--- src/pkg/rem_pkg.sv ---
// Purpose: constants for the receiver error interrupt mask block
// Assumes: 32-bit AXI4-Lite register bus, byte offsets
// Notes: offsets 0x18/0x19 kept as register indices, byte address = 4x
package rem_pkg;
    localparam int unsigned NUM_FLAGS = 8;
    // register indices as printed; byte address is four times the index
    localparam logic [7:0] IDX_STATUS = 8'h18;
    localparam logic [7:0] IDX_MASK   = 8'h19;
    localparam logic [7:0] IDX_EVENT  = 8'h1C; // sticky event status
    localparam logic [7:0] IDX_EVMASK = 8'h1D; // event interrupt mask
    localparam logic [9:0] ADDR_STATUS = {IDX_STATUS, 2'b00};
    localparam logic [9:0] ADDR_MASK   = {IDX_MASK, 2'b00};
    localparam logic [9:0] ADDR_EVENT  = {IDX_EVENT, 2'b00};
    localparam logic [9:0] ADDR_EVMASK = {IDX_EVMASK, 2'b00};
    // flag bit positions
    localparam int unsigned BIT_LOCK     = 0;
    localparam int unsigned BIT_BIPHASE  = 1;
    localparam int unsigned BIT_INPUT_STREAM_ABSENT = 2;
    localparam int unsigned BIT_CHKSUM   = 3;
    localparam int unsigned BIT_PREAMBLE = 4;
    localparam int unsigned BIT_NONAUDIO = 5;
    localparam int unsigned BIT_EMPH     = 6;
    localparam int unsigned BIT_VALIDITY = 7;
    // flags that hold until read (others follow a level, alert on change)
    localparam logic [7:0] STICKY_SET  = 8'h0A;
    localparam logic [7:0] MASK_RESET  = 8'h00;
    localparam logic [7:0] EVMASK_RESET = 8'h00;
    localparam logic [1:0] RESP_OKAY   = 2'b00;
    localparam logic [1:0] RESP_SLVERR = 2'b10;
endpackage

--- src/logic/rem_flag.sv ---
// Purpose: one receiver status flag with its pending-interrupt bit
// Assumes: inputs are synchronised to aclk
// Notes: sticky flags hold until read; level flags alert on change
`timescale 1ns/1ps
module rem_flag #(
    parameter bit STICKY = 1'b0
) (
    input  wire logic aclk,
    input  wire logic aresetn,
    input  wire logic src,
    input  wire logic rd_clr,
    output logic      flag,
    output logic      pend
);
    logic prev_reg;

    // previous source level for change detect
    always_ff @(posedge aclk) begin
        if (!aresetn) prev_reg <= 1'b0;
        else          prev_reg <= src;
    end

    // flag value; sticky set wins over read clear
    always_ff @(posedge aclk) begin
        if (!aresetn)       flag <= 1'b0;
        else if (!STICKY)   flag <= src;
        else if (src)       flag <= 1'b1;
        else if (rd_clr)    flag <= 1'b0;
    end

    // pending alert: set while a sticky source is high or on a level change; read clears, set wins
    always_ff @(posedge aclk) begin
        if (!aresetn)                      pend <= 1'b0;
        else if (STICKY ? src : src != prev_reg) pend <= 1'b1;
        else if (rd_clr)                   pend <= 1'b0;
    end
endmodule // rem_flag

--- src/logic/rem_top.sv ---
// Purpose: receiver error status, mask and interrupt over AXI4-Lite
// Assumes: raw flag inputs are asynchronous; synchronised here
// Notes: irq is registered; one write and one read at a time
// Behaviour
// - mask bit 5 lets the non-audio detection flag raise an interrupt.
// - mask bit 4 lets the non-audio preamble type flag interrupt.
// - mask bit 3 lets the channel status checksum error interrupt.
// - mask bit 2 lets the input stream absent flag interrupt.
// - mask bit 1 lets the biphase or parity error interrupt.
// - a biphase or parity error sets its flag, held until status read.
// - stream absent follows the input; after a read no new interrupt
//     until it changes.
// - emphasis follows the input; after a read no new interrupt until
//     it changes.
`timescale 1ns/1ps
module rem_top (
    input  wire logic        aclk,
    input  wire logic        aresetn,
    input  wire logic [7:0]  rx_flags_in,
    input  wire logic [11:0] s_axi_awaddr,
    input  wire logic        s_axi_awvalid,
    output logic             s_axi_awready,
    input  wire logic [31:0] s_axi_wdata,
    input  wire logic [3:0]  s_axi_wstrb,
    input  wire logic        s_axi_wvalid,
    output logic             s_axi_wready,
    output logic [1:0]       s_axi_bresp,
    output logic             s_axi_bvalid,
    input  wire logic        s_axi_bready,
    input  wire logic [11:0] s_axi_araddr,
    input  wire logic        s_axi_arvalid,
    output logic             s_axi_arready,
    output logic [31:0]      s_axi_rdata,
    output logic [1:0]       s_axi_rresp,
    output logic             s_axi_rvalid,
    input  wire logic        s_axi_rready,
    output logic             irq
);
    localparam int unsigned N = rem_pkg::NUM_FLAGS;

    logic [N-1:0]  sync1_reg;
    logic [N-1:0]  sync2_reg;
    logic [N-1:0]  flag_w;
    logic [N-1:0]  pend_w;
    logic [N-1:0]  mask_reg;
    logic [N-1:0]  event_reg;
    logic [N-1:0]  evmask_reg;
    logic [N-1:0]  pend_prev_reg;
    logic          stat_rd;
    logic          aw_got_reg;
    logic          w_got_reg;
    logic [11:0]   awaddr_reg;
    logic [31:0]   wdata_reg;
    logic [3:0]    wstrb_reg;
    logic          wr_fire;
    logic [N-1:0]  ev_clr;
    logic [N-1:0]  ev_set;

    // two-stage synchroniser for the raw flags
    always_ff @(posedge aclk) begin
        if (!aresetn) begin
            sync1_reg <= '0;
            sync2_reg <= '0;
        end else begin
            sync1_reg <= rx_flags_in;
            sync2_reg <= sync1_reg;
        end
    end

    // status read clears sticky flags and pending alerts
    assign stat_rd = s_axi_arvalid && s_axi_arready
                     && s_axi_araddr[9:0] == rem_pkg::ADDR_STATUS;

    // one flag cell per status bit
    genvar g;
    generate
        for (g = 0; g < N; g++) begin : g_flag
            rem_flag #(
                .STICKY (rem_pkg::STICKY_SET[g])
            ) u_flag (
                .aclk    (aclk),
                .aresetn (aresetn),
                .src     (sync2_reg[g]),
                .rd_clr  (stat_rd),
                .flag    (flag_w[g]),
                .pend    (pend_w[g])
            );
        end
    endgenerate

    // write address and data, taken in either order
    always_ff @(posedge aclk) begin
        if (!aresetn) begin
            aw_got_reg <= 1'b0;
            w_got_reg  <= 1'b0;
            awaddr_reg <= '0;
            wdata_reg  <= '0;
            wstrb_reg  <= '0;
        end else begin
            if (s_axi_awvalid && s_axi_awready) begin
                aw_got_reg <= 1'b1;
                awaddr_reg <= s_axi_awaddr;
            end else if (wr_fire) begin
                aw_got_reg <= 1'b0;
            end
            if (s_axi_wvalid && s_axi_wready) begin
                w_got_reg <= 1'b1;
                wdata_reg <= s_axi_wdata;
                wstrb_reg <= s_axi_wstrb;
            end else if (wr_fire) begin
                w_got_reg <= 1'b0;
            end
        end
    end

    // write readies, registered; low from a handshake until the response
    // has gone, so only one write is ever held
    always_ff @(posedge aclk) begin
        if (!aresetn) begin
            s_axi_awready <= 1'b0;
            s_axi_wready  <= 1'b0;
        end else begin
            if (s_axi_awvalid && s_axi_awready)
                s_axi_awready <= 1'b0;
            else if (!aw_got_reg && !s_axi_bvalid)
                s_axi_awready <= 1'b1;
            if (s_axi_wvalid && s_axi_wready)
                s_axi_wready <= 1'b0;
            else if (!w_got_reg && !s_axi_bvalid)
                s_axi_wready <= 1'b1;
        end
    end

    assign wr_fire = aw_got_reg && w_got_reg && !s_axi_bvalid;

    // write response
    always_ff @(posedge aclk) begin
        if (!aresetn) begin
            s_axi_bvalid <= 1'b0;
            s_axi_bresp  <= rem_pkg::RESP_OKAY;
        end else if (wr_fire) begin
            s_axi_bvalid <= 1'b1;
            unique case (awaddr_reg[9:0])
                rem_pkg::ADDR_MASK, rem_pkg::ADDR_EVENT,
                rem_pkg::ADDR_EVMASK,
                rem_pkg::ADDR_STATUS: s_axi_bresp <= rem_pkg::RESP_OKAY;
                default:              s_axi_bresp <= rem_pkg::RESP_SLVERR;
            endcase
        end else if (s_axi_bready) begin
            s_axi_bvalid <= 1'b0;
        end
    end

    // mask registers, low byte lane only
    always_ff @(posedge aclk) begin
        if (!aresetn) begin
            mask_reg   <= rem_pkg::MASK_RESET;
            evmask_reg <= rem_pkg::EVMASK_RESET;
        end else if (wr_fire && wstrb_reg[0]) begin
            if (awaddr_reg[9:0] == rem_pkg::ADDR_MASK)
                mask_reg <= wdata_reg[N-1:0];
            if (awaddr_reg[9:0] == rem_pkg::ADDR_EVMASK)
                evmask_reg <= wdata_reg[N-1:0];
        end
    end

    // gated alert rising edge sets a sticky event bit
    always_ff @(posedge aclk) begin
        if (!aresetn) pend_prev_reg <= '0;
        else          pend_prev_reg <= pend_w & mask_reg;
    end

    // per-bit enable of each flag through the mask
    assign ev_set = pend_w & mask_reg
                    & ~pend_prev_reg;
    assign ev_clr = (wr_fire && wstrb_reg[0]
                     && awaddr_reg[9:0] == rem_pkg::ADDR_EVENT)
                    ? wdata_reg[N-1:0] : '0;

    // sticky events, write one to clear, set wins
    always_ff @(posedge aclk) begin
        if (!aresetn) event_reg <= '0;
        else          event_reg <= (event_reg & ~ev_clr) | ev_set;
    end

    // interrupt level: any unmasked pending alert or event
    always_ff @(posedge aclk) begin
        if (!aresetn) irq <= 1'b0;
        else irq <= |((pend_w & mask_reg)
                      | (event_reg & evmask_reg));
    end

    // read channel
    // read ready, registered; low from a handshake until rvalid has gone
    always_ff @(posedge aclk) begin
        if (!aresetn)
            s_axi_arready <= 1'b0;
        else if (s_axi_arvalid && s_axi_arready)
            s_axi_arready <= 1'b0;
        else if (!s_axi_rvalid)
            s_axi_arready <= 1'b1;
    end

    always_ff @(posedge aclk) begin
        if (!aresetn) begin
            s_axi_rvalid <= 1'b0;
            s_axi_rdata  <= '0;
            s_axi_rresp  <= rem_pkg::RESP_OKAY;
        end else if (s_axi_arvalid && s_axi_arready) begin
            s_axi_rvalid <= 1'b1;
            s_axi_rresp  <= rem_pkg::RESP_OKAY;
            unique case (s_axi_araddr[9:0])
                rem_pkg::ADDR_STATUS: s_axi_rdata <= {24'h000000, flag_w};
                rem_pkg::ADDR_MASK:   s_axi_rdata <= {24'h000000, mask_reg};
                rem_pkg::ADDR_EVENT:  s_axi_rdata <= {24'h000000, event_reg};
                rem_pkg::ADDR_EVMASK: s_axi_rdata <= {24'h000000, evmask_reg};
                default: begin
                    s_axi_rdata <= 32'h00000000;
                    s_axi_rresp <= rem_pkg::RESP_SLVERR;
                end
            endcase
        end else if (s_axi_rready) begin
            s_axi_rvalid <= 1'b0;
        end
    end
endmodule // rem_top

--- config.mk ---
export PLATFORM = sky130hd
export DESIGN_NAME = rem_top
export DESIGN_NICKNAME = d
export VERILOG_FILES = /design/src/pkg/rem_pkg.sv /design/src/logic/rem_flag.sv /design/src/logic/rem_top.sv
export SDC_FILE = /design/constraint.sdc
export NUM_CORES = 1
export LEC_CHECK = 0
export BUFFER_PORTS_ARGS = -buffer_cell sky130_fd_sc_hd__buf_2
export CAP_MARGIN = 20
export CORE_MARGIN = 4
export CORE_UTILIZATION = 48
export DETAILED_ROUTE_END_ITERATION = 10
export PLACE_DENSITY_LB_ADDON = 0.05
export SLEW_MARGIN = 20
export SYNTH_ARGS = -nofsm -noshare
export SYNTH_HDL_FRONTEND = slang
export SYNTH_HIERARCHICAL = 1
export SYNTH_SLANG_ARGS = --single-unit
--- constraint.sdc ---
create_clock -name aclk -period 5.3 [get_ports aclk]
set_clock_uncertainty 0.05 [all_clocks]
set_input_delay 0.265 -clock aclk [delete_from_list [all_inputs] [get_ports aclk]]
set_output_delay 0.265 -clock aclk [all_outputs]
set_load 0.005 [all_outputs]
==> reports/qor.txt <==
Status - finished, final reports clean
Netlist cell types - 41
Synth top area cells - dfxtp_1 50%, nand2_1 6.9%, buf_4 5.3%, mux4_2 4.5%, a21oi_1 4.1%
Most frequent cells in the layout - 99 x dfxtp_1, 73 x nand2_1, 59 x buf_2
Vias per inst - 4.89
Post-synthesis mux area share - 8.53%
GRT Resource Usage Total - 16.5%
Io pins - 117
Post-Synthesis Cells - 412
Sequential area share after synthesis - 49.7%
Root Buffer - clkbuf_8
DR WL/cell - 13.6 um
Final worst slack - 3.07 ns
ANT nets after route - 0
# DRC - 0
CTS tree - built
Simple-gate share of the synthesized area - 21.7%
GPL Wtd Cong - 0.778
Number of I/O port buffers - 59
Vias in the first global route - 2,700
Diodes inserted - 0
Yosys warns - 6
Setup CP Type - reg2reg
Area Overhead vs Synth - 10.7%
Setup crit end kind - register
Die Span Y - 99.1 um
Unrepaired setup endpoints after global routing - false
Final setup fails - 0
Layout cells sized above 1 - 20.4%
Minimum clock period - 2.23 ns
Max reg flops - 10
Routed WL - 7810 um
Synth Cell Area - 3990 um2
Die width - 99.1 um
Max Root-Sink Buffers - 2
DP Wirelength - 5620 um
Compound-cell area share of the yosys netlist - 10.5%
Adder-Cell Fraction of Synth Area - 0%
Largest net degree at the start of global routing - 74
Hold/Removal Path Class - in2reg
Share of the cycle needed by the critical path after routing - 42.1%
Most common cell after layout, fill and taps aside - dfxtp_1
WHS Path Cells - 2
Post-CTS setup buffers - 0
Largest family of logic cells by synthesized area - simple AND/OR/NAND/NOR gates
Initial DRC count - 77
Syn avg cell area - 9.68 um2
Worst-Skew Late Latency - 0.36 ns
Final Total Pwr - 1.30 mW
CP arrival - 2.38 ns
Synth top area share - 49.7%
Predominant post-synthesis flop cell - dfxtp_1
Leak - 1.80 nW
Via count - 2,801
CP Launch Type - register
Setup_tns - 0 ns
CTS Sinks - 99
Post-Synth XOR/XNOR Area - 1.32%
Die area - 9830 um2
Peak VDD IR - 187 uV
Cell area power density - 294 nW/um2
TritonRoute pass-1 iters - 4
R2R depth - 3
Slew margin rel. - 34.7%
Crit Path Max Fanout - 7
Synth area leader - dfxtp_1
Pre-CTS setup slack - 3.12 ns
Remaining global-route overflow - 0
Max Fclk - 0.448 GHz
Fin nets - 541
Antenna violations before repair - 0
FP Rows - 32
Core Region - 7890 um2
H-tree depth - 3
Ys async rst share - 0%
CP required - 5.45 ns
Post-synth EDFFs - 0
First-pass GRT wire length - 12,900 um
Final count of pins violating max slew - 0
Max Cap Viol - 0
Post-cts sizing count - 0
FF+latch count, synth - 99
Least-Margin Pin Slew - 0.972 ns
# hold bufs at CTS - 0
CTS clk-pin slew, worst paths - 0.10 ns
Initial Util - 50.6%
Cts bufs inserted - 9
Final hold violation count - 0
Yosys cell counts (all sizes together) (6+ instances only):
master  instances
dfxtp          99
xnor2           6
and3b           7
a21boi          8
mux2i          16
and3            8
nor2b          10
o21ai          16
a21oi          33
nand2b          9
buf            31
and2           25
inv            14
clkbuf         12
nand2          73
mux4            8
path summary, 6_finish.rpt:
| check | end | start | slack [ns] |
|---|---|---|---|
| hold reg to reg | sync2_reg[0] | sync1_reg[0] | 0.39 |
| setup / recovery | event_reg[0] | awaddr_reg[0] | 3.07 |
| setup reg to reg | event_reg[0] | awaddr_reg[0] | 3.07 |
| hold / removal | sync1_reg[4] | rx_flags_in[4] | 0.05 |
critical path: stages (launching register included):
cell     delay (ns)
dfxtp_1        0.32
or4b_1         0.69
nor4_2         0.86
a21oi_1        0.15
metal layers:
metal	part of all wire, %	vias to the layer above	track usage [%]
li1	-	1456	-
met1	45	1287	21.0
met2	49	50	27.3
met3	4.8	8	4.77
met4	1.1	0	4.73
met5	0	-	0
cells by family (layout without fill, tap and decap cells):
kind of cell | after synthesis | count (layout)
muxes | 24 | 24
xor gates and xnor gates | 6 | 6
buffers and inverters | 57 | 91
AOI/OAI and AO/OA | 70 | 70
DFF | 99 | 99
and+or+nand+nor | 155 | 155
other | 1 | 26
cell type report:
type / count / area (um2)
flip-flops and latches: 99 / 1980
clock buffers: 11 / 131
well taps: 102 / 128
inverters: 14 / 52.6
repair buffers: 61 / 310
clock inverters: 5 / 38.8
fillers: 740 / 3470
multi-input cells: 281 / 1770
metrics by stage:
| step | area (um2) | hold slack (ns) | util [%] | std cells |
|---|---|---|---|---|
| 2_1_floorplan | 4080 | 0.332 | - | 437 |
| 3_3_place_gp | 4250 | 0.365 | 53.8 | 557 |
| 3_5_place_dp | 4250 | 0.369 | 53.8 | 557 |
| 4_1_cts | 4420 | 0.0342 | 56.0 | 573 |
| 5_1_grt | 4420 | 0.0426 | 56.0 | 573 |
| 6_report | 4420 | 0.0529 | 56.0 | 573 |
power by group:
part	internal, mW	switching [mW]
clock	0.174	0.251
combinational	0.0402	0.0486
sequential	0.767	0.0174
total	0.981	0.317
(Power assumes the default switching activity.)
